## src/dtm_defs.vh

```
// constants for the dual timer mode configuration block
`ifndef DTM_DEFS_VH
`define DTM_DEFS_VH

// ---------------------------------------------------------------
// register addresses (special-function space)
// ---------------------------------------------------------------
`define DTM_ADDR_CONTROL   8'h88
`define DTM_ADDR_MODE      8'h89
`define DTM_ADDR_A_LOW     8'h8a
`define DTM_ADDR_B_LOW     8'h8b
`define DTM_ADDR_A_HIGH    8'h8c
`define DTM_ADDR_B_HIGH    8'h8d

// ---------------------------------------------------------------
// reset values
// ---------------------------------------------------------------
`define DTM_RST_CONTROL    8'h00
`define DTM_RST_MODE       8'h00
`define DTM_RST_COUNT      8'h00

// ---------------------------------------------------------------
// timer_mode field positions
// ---------------------------------------------------------------
`define DTM_B_GATE_BIT     7
`define DTM_B_SRC_BIT      6
`define DTM_B_MODE_HI      5
`define DTM_B_MODE_LO      4
`define DTM_A_GATE_BIT     3
`define DTM_A_SRC_BIT      2
`define DTM_A_MODE_HI      1
`define DTM_A_MODE_LO      0

// ---------------------------------------------------------------
// timer_control field positions
// ---------------------------------------------------------------
`define DTM_B_OVF_BIT      7
`define DTM_B_RUN_BIT      6
`define DTM_A_OVF_BIT      5
`define DTM_A_RUN_BIT      4

// ---------------------------------------------------------------
// mode encodings
// ---------------------------------------------------------------
`define DTM_MODE_PRESCALE  2'b00
`define DTM_MODE_CASCADE   2'b01
`define DTM_MODE_RELOAD    2'b10
`define DTM_MODE_SPLIT     2'b11

// ---------------------------------------------------------------
// timing: core clocks per machine cycle, prescaler top
// ---------------------------------------------------------------
`define DTM_CLKS_PER_MC    12
`define DTM_MC_CNT_TOP     4'd11
`define DTM_PRESCALE_TOP   5'h1f

`endif

```

## src/dtm_unit.v

```verilog
// one 16-bit timer/counter with mode-dependent byte structure
`timescale 1ns/1ps
`default_nettype none
`include "dtm_defs.vh"

module dtm_unit (
   // clock and reset
   input  wire       clk_in,
   input  wire       rst_in,
   // count control
   input  wire       low_tick_in,
   input  wire       high_tick_in,
   input  wire [1:0] mode_in,
   // software writes
   input  wire       low_wr_in,
   input  wire       high_wr_in,
   input  wire [7:0] wdata_in,
   // state
   output reg  [7:0] low_q,
   output reg  [7:0] high_q,
   output reg        low_ovf_out,
   output reg        high_ovf_out
);

   // ---------------------------------------------------------------
   // counting datapath
   // ---------------------------------------------------------------
   reg  [7:0] low_d;
   reg  [7:0] high_d;
   reg        low_ovf_d;
   reg        high_ovf_d;

   // next count; software writes win over a same-cycle increment
   always @* begin
      low_d      = low_q;
      high_d     = high_q;
      low_ovf_d  = 1'b0;
      high_ovf_d = 1'b0;
      case (mode_in)
         `DTM_MODE_PRESCALE: begin
            if (low_tick_in) begin
               low_d = {3'b000, low_q[4:0] + 5'h01};
               if (low_q[4:0] == `DTM_PRESCALE_TOP) begin
                  high_d = high_q + 8'h01;
                  if (high_q == 8'hff) begin
                     high_ovf_d = 1'b1;
                  end
               end
            end
         end
         `DTM_MODE_CASCADE: begin
            if (low_tick_in) begin
               low_d = low_q + 8'h01;
               if (low_q == 8'hff) begin
                  high_d = high_q + 8'h01;
                  if (high_q == 8'hff) begin
                     high_ovf_d = 1'b1;
                  end
               end
            end
         end
         `DTM_MODE_RELOAD: begin
            if (low_tick_in) begin
               if (low_q == 8'hff) begin
                  low_d     = high_q;
                  low_ovf_d = 1'b1;
               end else begin
                  low_d = low_q + 8'h01;
               end
            end
         end
         default: begin
            // split: two separate 8-bit counters; unit B never ticks here
            if (low_tick_in) begin
               low_d = low_q + 8'h01;
               if (low_q == 8'hff) begin
                  low_ovf_d = 1'b1;
               end
            end
            if (high_tick_in) begin
               high_d = high_q + 8'h01;
               if (high_q == 8'hff) begin
                  high_ovf_d = 1'b1;
               end
            end
         end
      endcase
      if (low_wr_in) begin
         low_d = wdata_in;
      end
      if (high_wr_in) begin
         high_d = wdata_in;
      end
   end

   // count registers; mode changes never touch the counts
   always @(posedge clk_in) begin
      if (rst_in) begin
         low_q        <= `DTM_RST_COUNT;
         high_q       <= `DTM_RST_COUNT;
         low_ovf_out  <= 1'b0;
         high_ovf_out <= 1'b0;
      end else begin
         low_q        <= low_d;
         high_q       <= high_d;
         low_ovf_out  <= low_ovf_d;
         high_ovf_out <= high_ovf_d;
      end
   end

endmodule
`default_nettype wire

```

## src/dtm_top.v

```verilog
// dual timer/counter mode configuration and counting block
`timescale 1ns/1ps
`default_nettype none
`include "dtm_defs.vh"

// Functional notes
// - unit B gate set: count only while gate pin high and run set
// - unit B gate clear: count whenever run bit is set
// - unit B source bit: one counts pin events, zero machine cycles
// - unit B mode 00: high byte counts through 5-bit low prescaler
// - unit B mode 01: low and high bytes form one 16-bit counter
// - unit B mode 10: low byte counts, reloads from high on overflow
// - unit A gate set: count only while gate pin high and run set
// - unit A gate clear: count whenever run bit is set
// - unit A source bit: one counts pin events, zero machine cycles
// - unit A mode 00: high byte counts through 5-bit low prescaler
// - unit A mode 01: low and high bytes form one 16-bit counter
// - unit A mode 10: low byte counts, reloads from high on overflow
// - unit A mode 11: low byte is own 8-bit counter, own controls
// - unit A mode 11: high byte is timer using B run and B flag
// - timer mode counts once per machine cycle of twelve clocks
// - counter mode counts pin falls, sampled once per machine cycle
// - rollover to zero sets the unit's overflow flag
// - unit B mode 11 holds its count as if run were clear
module dtm_top (
   // clock and reset
   input  wire       clk_in,
   input  wire       rst_in,
   // register port
   input  wire [7:0] reg_addr_in,
   input  wire [7:0] reg_wdata_in,
   input  wire       reg_wr_in,
   input  wire       reg_rd_in,
   output reg  [7:0] reg_rdata_out,
   // external pins
   input  wire       unit_a_gate_pin_in,
   input  wire       unit_b_gate_pin_in,
   input  wire       unit_a_count_pin_in,
   input  wire       unit_b_count_pin_in,
   // status
   output reg        unit_a_overflow_flag_out,
   output reg        unit_b_overflow_flag_out
);

   // ---------------------------------------------------------------
   // pin synchronisers
   // ---------------------------------------------------------------
   reg  [3:0] pin_meta_q;
   reg  [3:0] pin_sync_q;
   wire [3:0] pin_raw = {unit_b_count_pin_in, unit_a_count_pin_in,
                         unit_b_gate_pin_in, unit_a_gate_pin_in};

   // two stages per pin; only the second stage is read
   always @(posedge clk_in) begin
      if (rst_in) begin
         pin_meta_q <= 4'h0;
         pin_sync_q <= 4'h0;
      end else begin
         pin_meta_q <= pin_raw;
         pin_sync_q <= pin_meta_q;
      end
   end

   wire a_gate_pin  = pin_sync_q[0];
   wire b_gate_pin  = pin_sync_q[1];
   wire a_count_pin = pin_sync_q[2];
   wire b_count_pin = pin_sync_q[3];

   // ---------------------------------------------------------------
   // machine cycle strobe
   // ---------------------------------------------------------------
   reg  [3:0] mc_cnt_q;
   wire       mc_tick = (mc_cnt_q == `DTM_MC_CNT_TOP);

   // one strobe every twelve core clocks
   always @(posedge clk_in) begin
      if (rst_in) begin
         mc_cnt_q <= 4'h0;
      end else if (mc_tick) begin
         mc_cnt_q <= 4'h0;
      end else begin
         mc_cnt_q <= mc_cnt_q + 4'h1;
      end
   end

   // ---------------------------------------------------------------
   // pin fall detection, sampled once per machine cycle
   // ---------------------------------------------------------------
   reg  [1:0] cnt_smp_q;
   wire       a_fall = mc_tick & cnt_smp_q[0] & ~a_count_pin;
   wire       b_fall = mc_tick & cnt_smp_q[1] & ~b_count_pin;

   // previous machine cycle sample of each count pin
   always @(posedge clk_in) begin
      if (rst_in) begin
         cnt_smp_q <= 2'b00;
      end else if (mc_tick) begin
         cnt_smp_q <= {b_count_pin, a_count_pin};
      end
   end

   // ---------------------------------------------------------------
   // registers
   // ---------------------------------------------------------------
   reg  [7:0] mode_q;
   reg  [7:0] ctrl_q;
   reg  [7:0] mode_act_q;

   wire [7:0] a_low;
   wire [7:0] a_high;
   wire [7:0] b_low;
   wire [7:0] b_high;
   wire       a_low_ovf;
   wire       a_high_ovf;
   wire       b_low_ovf;
   wire       b_high_ovf;

   wire wr_ctrl   = reg_wr_in & (reg_addr_in == `DTM_ADDR_CONTROL);
   wire wr_mode   = reg_wr_in & (reg_addr_in == `DTM_ADDR_MODE);

   // mode field decode uses the copy taken at machine cycle edges
   wire [1:0] a_mode = mode_act_q[`DTM_A_MODE_HI:`DTM_A_MODE_LO];
   wire [1:0] b_mode = mode_act_q[`DTM_B_MODE_HI:`DTM_B_MODE_LO];
   wire       a_split = (a_mode == `DTM_MODE_SPLIT);

   // overflow events; in split mode the high byte of A also sets B's flag, as do B's own overflows
   wire a_ovf_evt = (a_mode == `DTM_MODE_RELOAD || a_split) ? a_low_ovf : a_high_ovf;
   wire b_ovf_evt = a_split ? (a_high_ovf | b_high_ovf | b_low_ovf)
                            : (b_mode == `DTM_MODE_RELOAD ? b_low_ovf : b_high_ovf);

   // mode and control registers; hardware flag set wins over a clear
   always @(posedge clk_in) begin
      if (rst_in) begin
         mode_q     <= `DTM_RST_MODE;
         mode_act_q <= `DTM_RST_MODE;
         ctrl_q     <= `DTM_RST_CONTROL;
      end else begin
         if (wr_mode) begin
            mode_q <= reg_wdata_in;
         end
         if (mc_tick) begin
            mode_act_q <= mode_q;
         end
         if (wr_ctrl) begin
            ctrl_q <= reg_wdata_in;
         end
         if (a_ovf_evt) begin
            ctrl_q[`DTM_A_OVF_BIT] <= 1'b1;
         end
         if (b_ovf_evt) begin
            ctrl_q[`DTM_B_OVF_BIT] <= 1'b1;
         end
      end
   end

   // ---------------------------------------------------------------
   // count enables
   // ---------------------------------------------------------------
   wire a_run = ctrl_q[`DTM_A_RUN_BIT];
   wire b_run = ctrl_q[`DTM_B_RUN_BIT];
   // gated count needs the gate pin high when the gate bit is set
   wire a_en  = a_run & (~mode_act_q[`DTM_A_GATE_BIT] | a_gate_pin);
   wire b_en  = b_run & (~mode_act_q[`DTM_B_GATE_BIT] | b_gate_pin);
   // source select: pin falls or machine cycles
   wire a_evt = mode_act_q[`DTM_A_SRC_BIT] ? a_fall : mc_tick;
   wire b_evt = mode_act_q[`DTM_B_SRC_BIT] ? b_fall : mc_tick;
   wire a_low_tick  = a_en & a_evt;
   wire a_high_tick = a_split & b_run & mc_tick;
   // unit B frozen in its own mode 11
   wire b_low_tick  = b_en & b_evt & (b_mode != `DTM_MODE_SPLIT);

   // ---------------------------------------------------------------
   // counter units
   // ---------------------------------------------------------------
   dtm_unit u_unit_a (
      .clk_in       (clk_in),
      .rst_in       (rst_in),
      .low_tick_in  (a_low_tick),
      .high_tick_in (a_high_tick),
      .mode_in      (a_mode),
      .low_wr_in    (reg_wr_in & (reg_addr_in == `DTM_ADDR_A_LOW)),
      .high_wr_in   (reg_wr_in & (reg_addr_in == `DTM_ADDR_A_HIGH)),
      .wdata_in     (reg_wdata_in),
      .low_q        (a_low),
      .high_q       (a_high),
      .low_ovf_out  (a_low_ovf),
      .high_ovf_out (a_high_ovf)
   );

   // unit B mode 11 is mapped to hold in the parent, never split here
   dtm_unit u_unit_b (
      .clk_in       (clk_in),
      .rst_in       (rst_in),
      .low_tick_in  (b_low_tick),
      .high_tick_in (1'b0),
      .mode_in      (b_mode),
      .low_wr_in    (reg_wr_in & (reg_addr_in == `DTM_ADDR_B_LOW)),
      .high_wr_in   (reg_wr_in & (reg_addr_in == `DTM_ADDR_B_HIGH)),
      .wdata_in     (reg_wdata_in),
      .low_q        (b_low),
      .high_q       (b_high),
      .low_ovf_out  (b_low_ovf),
      .high_ovf_out (b_high_ovf)
   );

   // ---------------------------------------------------------------
   // read data and flag outputs
   // ---------------------------------------------------------------
   reg [7:0] rdata_d;

   // unmapped addresses read as zero
   always @* begin
      case (reg_addr_in)
         `DTM_ADDR_CONTROL: rdata_d = ctrl_q;
         `DTM_ADDR_MODE:    rdata_d = mode_q;
         `DTM_ADDR_A_LOW:   rdata_d = a_low;
         `DTM_ADDR_B_LOW:   rdata_d = b_low;
         `DTM_ADDR_A_HIGH:  rdata_d = a_high;
         `DTM_ADDR_B_HIGH:  rdata_d = b_high;
         default:           rdata_d = 8'h00;
      endcase
   end

   // registered read data, one cycle after the read strobe
   always @(posedge clk_in) begin
      if (rst_in) begin
         reg_rdata_out            <= 8'h00;
         unit_a_overflow_flag_out <= 1'b0;
         unit_b_overflow_flag_out <= 1'b0;
      end else begin
         if (reg_rd_in) begin
            reg_rdata_out <= rdata_d;
         end
         unit_a_overflow_flag_out <= ctrl_q[`DTM_A_OVF_BIT];
         unit_b_overflow_flag_out <= ctrl_q[`DTM_B_OVF_BIT];
      end
   end

endmodule
`default_nettype wire

```

## config.mk

```make
export PLATFORM = sky130hd
export DESIGN_NAME = dtm_top
export DESIGN_NICKNAME = d
export VERILOG_FILES = /design/src/dtm_unit.v /design/src/dtm_top.v
export VERILOG_INCLUDE_DIRS = /design/src /design/src/src
export SDC_FILE = /design/constraint.sdc
export NUM_CORES = 1
export LEC_CHECK = 0
export ABC_AREA = 1
export BUFFER_PORTS_ARGS = -buffer_cell sky130_fd_sc_hd__buf_4
export CAP_MARGIN = 25
export CORE_MARGIN = 8
export CORE_UTILIZATION = 49
export CTS_CLUSTER_SIZE = 20
export DETAILED_ROUTE_END_ITERATION = 10
export MAX_ROUTING_LAYER = met4
export PLACE_DENSITY = 0.67
export REMOVE_ABC_BUFFERS = 1
export SLEW_MARGIN = 20
export SYNTH_ARGS = -nofsm -noshare
export SYNTH_HDL_FRONTEND = slang
export SYNTH_SLANG_ARGS = --single-unit
```

## constraint.sdc

```tcl
create_clock -name clk_in -period 3.6 [get_ports clk_in]
set_clock_uncertainty 0.2 [all_clocks]
set_input_delay 0.54 -clock clk_in [delete_from_list [all_inputs] [get_ports clk_in]]
set_output_delay 0.54 -clock clk_in [all_outputs]
set_load 0.005 [all_outputs]
```

; ---- Yosys cells after proc, flatten, opt, wreduce, memory -nomap -nowiden
; Index checks and enable logic that the tools add are counted.
[word_totals]
ff_bits = 84
latch_bits = 0
mem_bits_rw = 0
word_cells = 145
in_bits = 24
rom_bits = 0
out_inout_bits = 10
n_memories = 0
[op_classes]
n_mul = 0
n_div = 0
n_shift = 0
bitwise_logic = 27
n_addsub = 7
n_lt_le_gt_ge = 0
n_eq_ne = 28
reduce_logical = 14
muxes = 49
[ops]
columns = cell, n
row1 = 2-to-1 mux 8 bit, 22
row2 = == test 8 bit (second input constant), 10
row3 = one-hot mux 8 bit (2 select lines), 3
row4 = one-hot mux 8 bit (6 select lines), 1
row5 = adder 8 x 1 -> 8 bit (second input constant), 4
row6 = one-hot mux 8 bit (3 select lines), 1
row7 = 2-to-1 mux 1 bit, 20
row8 = AND 1 bit, 17
row9 = != test 3 x 1 -> 1 bit (second input constant), 4
row10 = != test 3 x 2 -> 1 bit (second input constant), 4
row11 = adder 5 x 1 -> 5 bit (second input constant), 2
row12 = == test 5 bit (second input constant), 2
row13 = nonzero test 2 bit, 4
row14 = OR reduction 4 bit, 2
row15 = == test 2 bit (second input constant), 3
row16 = NOT 1 bit, 6
row17 = AND reduction 6 bit, 1
row18 = AND reduction 5 bit, 1
row19 = adder 4 x 1 -> 4 bit (second input constant), 1
row20 = == test 2 x 1 -> 1 bit (second input constant), 2
row21 = == test 4 bit (second input constant), 1
row22 = logical NOT 2 bit, 2
row23 = bitwise OR 1 bit, 4
row24 = nonzero test 4 bit, 1
row25 = 7 further kinds, 7

; ---- Longest topological paths before layout
; Gate-level depths: netlist of run 1.
[logic_depth]
word_depth = 9
depth_mapped = 11
ltp_nobuf = 11

; ---- Cells and area by module
; Synthesis of run 1 repeated with hierarchy kept, for this count alone.
[unflattened]
hier_cells = 728
hier_area_um2 = 4890.9
[by_module_without_submodules]
columns = mod, seq_area_each_um2, cells_each, area_per_inst_um2, instances
row1 = dtm_unit, 360.3, 194, 1276.2, 2
row2 = dtm_top, 960.9, 340, 2338.5, 1

; ---- Least setup slack after synthesis of run 1
; Ideal clock, no wire load.
[synth_timing]
path_type = reg2reg
startpoint = register u_unit_b.low_q[0]
endpoint = register u_unit_b.high_q[2]
setup_time_ps = 57
path_stages_with_launch = 12
period_less_slack_ps = 1880
arrival_time_ps = 1624
path_buffers = 0
setup_slack_ps = 1720
t_required_ps = 3343
cell_sequence = dfxtp_1 ha_1 nand2_1 nor2_4 ha_1 o21ai_0 inv_1 nand3_4 nand3_1 nand3_1 nand2_1 inv_1
[synth_between]
elab_chain_len = 3
elab_cells_between_ends = 5
cone_classes = 4 x eq/ne / 1 x reduce/logical
[synth_rtl]
columns = element, line
row1 = from (decl), dtm_unit.v:19  ; output reg [7:0] low_q,
row2 = from (signal assigned), dtm_unit.v:99  ; low_q <= `DTM_RST_COUNT;
row3 = from (signal assigned), dtm_unit.v:104  ; low_q <= low_d;
row4 = == test 8 bit / == test 5 bit (equally long branches), n/a
row5 = != test 3 x 1 -> 1 bit (no line), n/a
row6 = AND reduction 5 bit (no line) (*), n/a
row7 = to (signal assigned), dtm_unit.v:100  ; high_q <= `DTM_RST_COUNT;
row8 = to (signal assigned), dtm_unit.v:105  ; high_q <= high_d;
row9 = to (decl), dtm_unit.v:20  ; output reg [7:0] high_q,
; Mark *: on every way between the ends. The rest lies on a longest branch, timed or not.
; A chain may end at the register's enable or synchronous reset.

; ---- Worst setup path after layout of run 1
[layout_timing]
startpoint = input reg_addr_in[5]
endpoint = register ctrl_q[0]
[layout_between]
elab_chain_len = 2
[layout_rtl]
columns = element, line
row1 = from (decl), dtm_top.v:30  ; input wire [7:0] reg_addr_in,
row2 = == test 8 bit, n/a
row3 = AND 1 bit, dtm_top.v:118  ; wire wr_ctrl = reg_wr_in & (reg_addr_in == `DTM_ADDR_CONTROL);
row4 = to (signal assigned), dtm_top.v:136  ; ctrl_q <= `DTM_RST_CONTROL;
row5 = to (signal assigned), dtm_top.v:145  ; ctrl_q <= reg_wdata_in;
row6 = to (decl), dtm_top.v:106  ; reg [7:0] ctrl_q;
; No other way between the ends.

==> impl_metrics.env, run 1 <==
export IMPL_outcome="finished, final reports clean"
export IMPL_met3_usage_pct=3.73
export IMPL_routed_via_density=5.48
export IMPL_multi_input_area_um2=2620
export IMPL_postLayoutCoreUtil_pct=54.8
export IMPL_worst_pin_slew_ps=913
export IMPL_top_usage_layer="met2"
export IMPL_cts_buffers=9
export IMPL_finalCritPeriodShare_pct=66.8
export IMPL_use_met1_pct=27.6
export IMPL_worstPathMaxFanout=26
export IMPL_cpLargestDelayFamily="simple AND/OR/NAND/NOR gates"
export IMPL_maxCapViolCount=0
export IMPL_nets=771
export IMPL_total_leakage_power_nw=2.26
export IMPL_rows=36
export IMPL_core_um2=9640
export IMPL_cts_setup_buffers=0
export IMPL_clock_sinks=84
export IMPL_gr_total_overflow=0
export IMPL_cp_common_cell="nand2_1"
export IMPL_grt_pass1_wl_um=22600
export IMPL_slowest_stage="nor2_1"
export IMPL_syn_area_um2=4790
export IMPL_antenna_left=0
export IMPL_cts_tree="yes"
export IMPL_met2_usage_pct=36.5
export IMPL_area_delta_synth_final_pct=10.2
export IMPL_finalNonFillerCells=878
export IMPL_r2r_start="u_unit_b.low_q[0]"
export IMPL_finalSetupViolCount=0
export IMPL_yosysSeqAreaShare_pct=35.1
export IMPL_slew_limit_headroom_pct=39.0
export IMPL_io_buffers=33
export IMPL_dr_pass1_iters=6
export IMPL_fillers=981
export IMPL_drt_wirelength_per_cell_um=15.7
export IMPL_cp_buffers_inverters=2
export IMPL_reg2reg_depth=10
export IMPL_hp_class="primary input to flip-flop"
export IMPL_ys_ff_latch=84
export IMPL_grt_pass1_vias=4445
export IMPL_cts_hold_buffers=0
export IMPL_cp_endpoint="ctrl_q[0]"
export IMPL_finalWirelength_um=13800
export IMPL_initial_core_util_pct=49.7
export IMPL_end_kind="flip-flop"
export IMPL_die_h_um=115
export IMPL_h_tree_depth=3
export IMPL_cts_clk_slew_worst_paths_ps=90
export IMPL_report_final_hold_viol_count=0
export IMPL_die_w_um=115
export IMPL_clockRootBuffer="clkbuf_8"
export IMPL_layout_drive_gt1_share_pct=11.8
export IMPL_fmax_ghz=0.416
export IMPL_p_per_area_nw_per_um2=334
export IMPL_cp_cell_sequence="buf_4, inv_1, nand2_1, nor2_8, nand2_1, nor2_1, nand2_1, o21ai_0, a21oi_1"
export IMPL_r2r_end="u_unit_b.high_q[4]"
export IMPL_start_kind="primary input"
export IMPL_clkLatencyLatePin_ps=370
export IMPL_timing_worst_setup_path_type="primary input to flip-flop"
export IMPL_rsz0062_at_grt="no"
export IMPL_antenna_cells=0
export IMPL_dp_cells=862
export IMPL_antenna_found_initial=0
export IMPL_cts_repair_resized=0
export IMPL_slowest_delay_ps=480
export IMPL_cp_startpoint="reg_addr_in[5]"
export IMPL_crit_arrival_ps=2450
export IMPL_drt_iter0_drc=461
export IMPL_r2r_slack_ps=1320
export IMPL_drc=0
export IMPL_finalMaxSlewViolations=0
export IMPL_syn_inst=720
export IMPL_synth_cell_types=37
export IMPL_ir_drop_mv=0.181
export IMPL_setup_tns_ps=0
export IMPL_num_vias=4814
export IMPL_pin_count=34
export IMPL_place_gp_congestion=0.952
export IMPL_track_usage_pct=22.4
export IMPL_hpwl_um=10100
export IMPL_fin_crit_ps=2400
export IMPL_cp_depth=9
export IMPL_holdWs_ps=166
export IMPL_syn_avg_cell_area_um2=6.65
export IMPL_dieArea_um2=13200
export IMPL_seq_area_um2=1680
export IMPL_yosys_warnings=0
export IMPL_crit_required_ps=3650
export IMPL_clk_path_buf_depth=2
export IMPL_grt_max_degree=53
-- state kept, by name (all words and copies together), names as in the netlist, 8 cells and up --
| name | count |
|---|---|
| mode_q | 8 |
| u_unit_a.high_q | 8 |
| ctrl_q | 8 |
| reg_rdata_out | 8 |
| u_unit_b.low_q | 8 |
| mode_act_q | 8 |
| u_unit_b.high_q | 8 |
| u_unit_a.low_q | 8 |
-- where the power goes --
group	leakage [nW]	internal, mW	switching, mW
Combinational	1.49	0.0393	0.0737
Sequential	0.680	0.940	0.00572
Clock	0.0906	0.327	0.376
-- through the flow --
stage / power [mW] / setup slack [ps] / area [um^2]
final: 1.76 / 1200 / 5280
after global routing: 1.84 / 1000 / 5280
after CTS: 1.77 / 1260 / 5280
after detailed placement: 1.08 / 845 / 5080
after global placement: 1.08 / 949 / 5080
after floorplan: 1.01 / 1280 / 4660
-- logic make-up after synthesis --
kind of cell / Yosys count / share of synthesized area, %
AOI/OAI and AO/OA: 120 / 13.1
buffers and inverters: 120 / 10.2
DFF: 84 / 35.1
and+or+nand+nor: 379 / 37.9
muxes: 1 / 0.209
adders and majority gates: 7 / 1.83
xor gates and xnor gates: 9 / 1.65
-- Yosys cell counts, drive strengths merged --
cell type,instances,area share [%]
a21oi,48,5.1
a31o,1,0.18
a31oi,1,0.13
buf,14,1.9
clkbuf,11,0.86
dfxtp,84,35
ha,7,1.8
inv,95,7.4
mux2i,1,0.21
nand2,163,14
nand3,80,9.6
nand3b,1,0.16
nand4,26,3.7
nor2,99,9.4
nor3,5,0.84
nor4,3,0.39
o211ai,7,1.1
o21ai,61,6.4
o22ai,2,0.26
or2,2,0.26
xnor2,1,0.18
xor2,8,1.5
-- tightest hold or removal path, delay by kind of cell --
family	cells	cell delay [ps]
AND/OR/NAND/NOR	1	60
buffers and inverters	2	110
-- cells in the final DEF, fill, tap and decap left out, drive strengths merged, types with 3 or more instances in the layout --
| cell | netlist | layout |
|---|---|---|
| xor2 | 8 | 8 |
| nand3 | 80 | 80 |
| buf | 14 | 34 |
| dfxtp | 84 | 84 |
| a21oi | 48 | 48 |
| nor3 | 5 | 5 |
| o211ai | 7 | 7 |
| nand4 | 26 | 26 |
| o21ai | 61 | 61 |
| nor4 | 3 | 3 |
| clkinvlp | 0 | 3 |
| ha | 7 | 7 |
| clkbuf | 11 | 10 |
| nor2 | 99 | 99 |
| inv | 95 | 96 |
| nand2 | 163 | 163 |
-- cell type report --
type / count / area share, %
multi-input cells: 516 / 49.6
clock buffers: 10 / 2.42
well taps: 133 / 3.15
inverters: 95 / 6.75
clock inverters: 6 / 1.37
flip-flops and latches: 84 / 31.8
repair buffers: 34 / 4.83
-- routing by layer --
| layer | part of all wire (%) | vias to the layer above | routed length, um |
|---|---|---|---|
| met4 | 2.0 | 0 | 278 |
| met5 | 0 | - | 0 |
| met2 | 48 | 164 | 6600 |
| li1 | - | 2388 | - |
| met3 | 6.0 | 22 | 829 |
| met1 | 44 | 2240 | 6050 |
-- worst min-delay path by stage --
stage | from | to | slack [ps] | depth (start not counted)
finish | unit_a_gate_pin_in | pin_meta_q[0] | 170 | 3
global route | unit_b_gate_pin_in | pin_meta_q[1] | 160 | 3
CTS | unit_a_gate_pin_in | pin_meta_q[0] | 150 | 3
detailed placement | pin_meta_q[2] | pin_sync_q[2] | 200 | 2
global placement | pin_meta_q[1] | pin_sync_q[1] | 190 | 2
floorplan | pin_meta_q[0] | pin_sync_q[0] | 190 | 2
Note: power is estimated with default switching activity, not from simulation.
==> run 2, diff against run 1 <==
==> constraint.sdc (replaced) <==
create_clock -name clk_in -period 2.4 [get_ports clk_in]
set_clock_uncertainty 0.2 [all_clocks]
set_input_delay 0.36 -clock clk_in [delete_from_list [all_inputs] [get_ports clk_in]]
set_output_delay 0.36 -clock clk_in [all_outputs]
set_load 0.005 [all_outputs]
==> run 2 against run 1 <==
  * Cell area up 1.8%
  * Critical endpoint is now u_unit_b.high_q[7]
  * Largest cell class unchanged
  * Via count up 0.50%
  * Clock power up 54%
  * Core utilization up 1.0 points
  * Highest routed layer unchanged
  * Critical path depth up 1
==> impl_metrics.env, run 2 (same netlist as run 1, synthesis figures left out) <==
export IMPL_final_common_cell="nand2_1"
export IMPL_grt_max_degree=53
export IMPL_core_um2=9640
export IMPL_gr_total_overflow=0
export IMPL_grt_pass1_vias=4457
export IMPL_drc=0
export IMPL_finalWirelength_um=14200
export IMPL_ir_drop_mv=0.341
export IMPL_io_buffers=33
export IMPL_finalMaxSlewViolations=0
export IMPL_finalSetupViolCount=0
export IMPL_crit_arrival_ps=2240
export IMPL_total_leakage_power_nw=2.32
export IMPL_track_usage_pct=23.2
export IMPL_h_tree_depth=3
export IMPL_num_vias=4838
export IMPL_fmax_ghz=0.470
export IMPL_clockRootBuffer="clkbuf_8"
export IMPL_finalCritPeriodShare_pct=88.6
export IMPL_area_delta_synth_final_pct=12.3
export IMPL_pin_count=34
export IMPL_crit_required_ps=2510
export IMPL_slowest_delay_ps=430
export IMPL_routed_via_density=5.44
export IMPL_drt_iter0_drc=424
export IMPL_dieArea_um2=13200
export IMPL_worst_pin_slew_ps=693
export IMPL_start_kind="flip-flop"
export IMPL_antenna_cells=0
export IMPL_outcome="finished, final reports clean"
export IMPL_cts_clk_slew_worst_paths_ps=90
export IMPL_power_mw=2.68
export IMPL_hpwl_um=10500
export IMPL_clkLatencyLatePin_ps=350
export IMPL_cp_cell_sequence="ha_1, nand2_1, nor2_4, ha_1, o21ai_0, nor3_2, nand4_1, nand3_1, nand2_1, inv_1"
export IMPL_grt_pass1_wl_um=23100
export IMPL_layout_drive_gt1_share_pct=12.8
export IMPL_setup_tns_ps=0
export IMPL_dr_pass1_iters=5
export IMPL_worstPathMaxFanout=6
export IMPL_die_h_um=115
export IMPL_die_w_um=115
export IMPL_report_final_hold_viol_count=0
export IMPL_timing_worst_setup_path_type="flip-flop to flip-flop"
export IMPL_end_kind="flip-flop"
export IMPL_drt_wirelength_per_cell_um=16.0
export IMPL_cts_repair_resized=0
export IMPL_hp_class="primary input to flip-flop"
export IMPL_initial_core_util_pct=49.7
export IMPL_clk_path_buf_depth=2
export IMPL_rows=36
export IMPL_cts_tree="yes"
export IMPL_place_gp_congestion=0.969
export IMPL_slew_limit_headroom_pct=53.7
export IMPL_maxCapViolCount=0
export IMPL_p_per_area_nw_per_um2=499
export IMPL_rsz0062_at_grt="no"
export IMPL_slowest_stage="dfxtp_1"
export IMPL_nets=782
export IMPL_cts_setup_buffers=0
export IMPL_antenna_left=0
export IMPL_cts_buffers=9
export IMPL_fin_crit_ps=2130
export IMPL_mostFrequentLayoutCells="nand2_1 (152), inv_1 (93), nor2_1 (89)"
export IMPL_antenna_found_initial=0
export IMPL_clock_sinks=84
[run 2: worst paths after layout]
kind / startpoint / endpoint / slack, ps / cells after the start
worst max-delay path: u_unit_b.low_q[0] / u_unit_b.high_q[7] / 270 / 10
worst min-delay path: unit_b_gate_pin_in / pin_meta_q[1] / 10 / 3
worst max register to register: u_unit_b.low_q[0] / u_unit_b.high_q[7] / 270 / 10
worst min register to register: pin_meta_q[2] / pin_sync_q[2] / 210 / 2
[run 2: per-layer routing]
layer  share of wire [%]  global-route usage (%)
met3                 6.5                    2.99
met1                  43                    29.1
met2                  47                    36.4
met4                 3.2                    10.2
met5                   0                       -
[run 2: what timing repair did]
item	CTS	global route
hold buffers	3	0
endpoints found under the hold margin	3	0
endpoints found under the setup margin	0	5
[run 2: critical path, delay by kind of cell, from the launching register on]
family | cells | cell delay (ps)
and+or+nand+nor | 6 | 910
DFF | 1 | 430
adders and majority gates | 2 | 370
AOI/OAI and AO/OA | 1 | 140
buffers and inverters | 1 | 40
[run 2: where the power goes]
| part | switching [mW] | internal (mW) | total (mW) | leakage [nW] |
|---|---|---|---|---|
| sequential | 0.00897 | 1.41 | 1.42 | 0.680 |
| combinational | 0.115 | 0.0645 | 0.180 | 1.54 |
| clock | 0.566 | 0.519 | 1.08 | 0.101 |
| total | 0.690 | 1.99 | 2.68 | 2.32 |
[run 2: final cells by class]
class                      count  area, um^2
fill                        1013        4260
multi-input combinational    516        2620
sequential                    84        1680
inverter                      95         357
timing repair buffer          45         345
tap                          133         166
clock buffer                  10         138
clock inverter                 6        70.1
[run 2: through the flow]
| step | hold slack, ps | util [%] | worst slack (ps) | instances | area [um^2] |
|---|---|---|---|---|---|
| floorplan | 188 | - | 260 | 695 | 4660 |
| global placement | 192 | 53.3 | 321 | 870 | 5140 |
| detailed placement | 195 | 53.3 | 261 | 870 | 5140 |
| CTS | 8.62 | 55.8 | 223 | 889 | 5380 |
| global route | 13.3 | 55.8 | 20.9 | 889 | 5380 |
| finish | 14.8 | 55.8 | 273 | 889 | 5380 |
==> run 3, diff against run 2 <==
--- a/config.mk
+++ b/config.mk
@@ -15,7 +15,6 @@
 export DETAILED_ROUTE_END_ITERATION = 10
 export MAX_ROUTING_LAYER = met4
 export PLACE_DENSITY = 0.67
-export REMOVE_ABC_BUFFERS = 1
 export SLEW_MARGIN = 20
 export SYNTH_ARGS = -nofsm -noshare
 export SYNTH_HDL_FRONTEND = slang
==> run 3 against run 2 <==
  * Maximum frequency grew 0.80%
  * First-iteration DRC count up 5.4%
  * Critical endpoint is now u_unit_b.high_q[5]
  * Hold slack improved by 60 ps
  * Clock-buffer cell count decreased by 1
  * Combinational power barely moved
  * Critical path type unchanged
  * Sequential cell count unchanged
  * Die area unchanged
==> impl_metrics.env, run 3 (same netlist as run 1, synthesis figures left out) <==
export IMPL_outcome="finished, final reports clean"
export IMPL_timing_worst_setup_path_type="flip-flop to flip-flop"
export IMPL_hp_class="primary input to flip-flop"
export IMPL_p_per_area_nw_per_um2=501
export IMPL_total_leakage_power_nw=2.32
export IMPL_initial_core_util_pct=49.7
export IMPL_antenna_cells=0
export IMPL_seq_area_um2=1680
export IMPL_finalWorstSetupSlack_ps=290
export IMPL_die_h_um=115
export IMPL_end_kind="flip-flop"
export IMPL_cts_repair_resized=0
export IMPL_cts_setup_buffers=0
export IMPL_cts_tree="yes"
export IMPL_start_kind="flip-flop"
export IMPL_num_vias=4841
export IMPL_finalCritPeriodShare_pct=87.9
export IMPL_clkLatencyLatePin_ps=370
export IMPL_track_usage_pct=23.1
export IMPL_pin_count=34
export IMPL_finalSetupViolCount=0
export IMPL_mostFrequentLayoutCells="nand2_1 (152), inv_1 (93), nor2_1 (89)"
export IMPL_worstPathMaxFanout=10
export IMPL_drc=0
export IMPL_routed_via_density=5.45
export IMPL_grt_pass1_wl_um=23100
export IMPL_cts_buffers=9
export IMPL_synthesis_nets=751
export IMPL_final_common_cell="nand2_1"
export IMPL_dr_pass1_iters=8
export IMPL_finalMaxSlewViolations=0
export IMPL_maxCapViolCount=0
export IMPL_clk_path_buf_depth=2
export IMPL_clock_sinks=84
export IMPL_core_um2=9640
export IMPL_hpwl_um=10600
export IMPL_die_w_um=115
export IMPL_r2r_start="u_unit_b.low_q[0]"
export IMPL_finalWirelength_um=14400
export IMPL_finalNonFillerCells=889
export IMPL_antenna_left=0
export IMPL_ir_drop_mv=0.243
export IMPL_place_gp_congestion=0.930
export IMPL_holdWs_ps=74.9
export IMPL_dieArea_um2=13200
export IMPL_io_buffers=33
export IMPL_drt_wirelength_per_cell_um=16.2
export IMPL_fmax_ghz=0.474
export IMPL_dp_cells=869
export IMPL_drt_iter0_drc=447
export IMPL_clockRootBuffer="clkbuf_8"
export IMPL_gr_total_overflow=0
export IMPL_antenna_found_initial=0
export IMPL_crit_arrival_ps=2230
export IMPL_fillers=980
export IMPL_worst_pin_slew_ps=458
export IMPL_report_final_hold_viol_count=0
export IMPL_h_tree_depth=3
export IMPL_cp_startpoint="u_unit_b.low_q[0]"
export IMPL_place_ws_ps=265
export IMPL_layout_drive_gt1_share_pct=12.7
export IMPL_slew_limit_headroom_pct=69.4
export IMPL_crit_required_ps=2520
export IMPL_setup_tns_ps=0
export IMPL_fin_crit_ps=2110
export IMPL_cts_clk_slew_worst_paths_ps=100
export IMPL_rsz0062_at_grt="no"
export IMPL_grt_pass1_vias=4496
export IMPL_rows=36
export IMPL_multi_input_area_um2=2620
export IMPL_grt_max_degree=31
export IMPL_nets=782
export IMPL_area_delta_synth_final_pct=12.3
export IMPL_min_delay_start="reg_wdata_in[2]"
==> run 3: cell types whose count changed in the layout (fill, tap and decap cells not counted), sizes merged <==
cell,delta
buf,-1
clkbuf,-1
dlygate4sd3,+1
inv,+1
==> run 3: path summary, 6_finish.rpt <==
check	cells past startpoint	slack [ps]	to
min	3	70	mode_q[2]
max reg2reg	11	290	u_unit_b.high_q[5]
min reg2reg	2	200	pin_sync_q[0]
max	11	290	u_unit_b.high_q[5]
==> run 3: power by group <==
part           switching [mW]  internal, mW  leakage, nW
clock                   0.596         0.497       0.0984
combinational           0.117        0.0653         1.54
sequential            0.00843          1.41        0.680
==> run 3: area by class of cell <==
cell class,count,share of cell area [%]
clock inverters,7,1.53
repair buffers,45,6.47
flip-flops and latches,84,31.3
well taps,133,3.09
clock buffers,9,2.30
multi-input cells,516,48.7
inverters,95,6.63
==> run 3: worst max-delay path: stages, from the launching register on <==
cell and delay (ps):
dfxtp_1 360, ha_1 230, nand2_1 130, nor2_4 50, ha_1 170, o21ai_0 330
inv_1 130, nand3_4 170, nand3_1 80, nand3_1 100, nand2_1 60, inv_1 50
==> run 3: per-stage QoR <==
step	util, %	area (um^2)	power, mW
detailed placement	53.3	5130	1.63
floorplan	-	4790	1.54
global placement	53.3	5130	1.63
global route	55.8	5380	2.79
CTS	55.8	5380	2.72
finish	55.8	5380	2.69
==> run 3: timing repair <==
item	in CTS	in global routing
setup endpoints to repair	0	4
hold buffers	4	0
hold endpoints to repair	4	0
==> run 3: per-layer routing <==
| metal | global-route usage [%] | wire (um) |
|---|---|---|
| met1 | 28.1 | 6260 |
| met2 | 37.5 | 6850 |
| met3 | 2.73 | 810 |
| met4 | 10.9 | 451 |
| met5 | - | 0 |
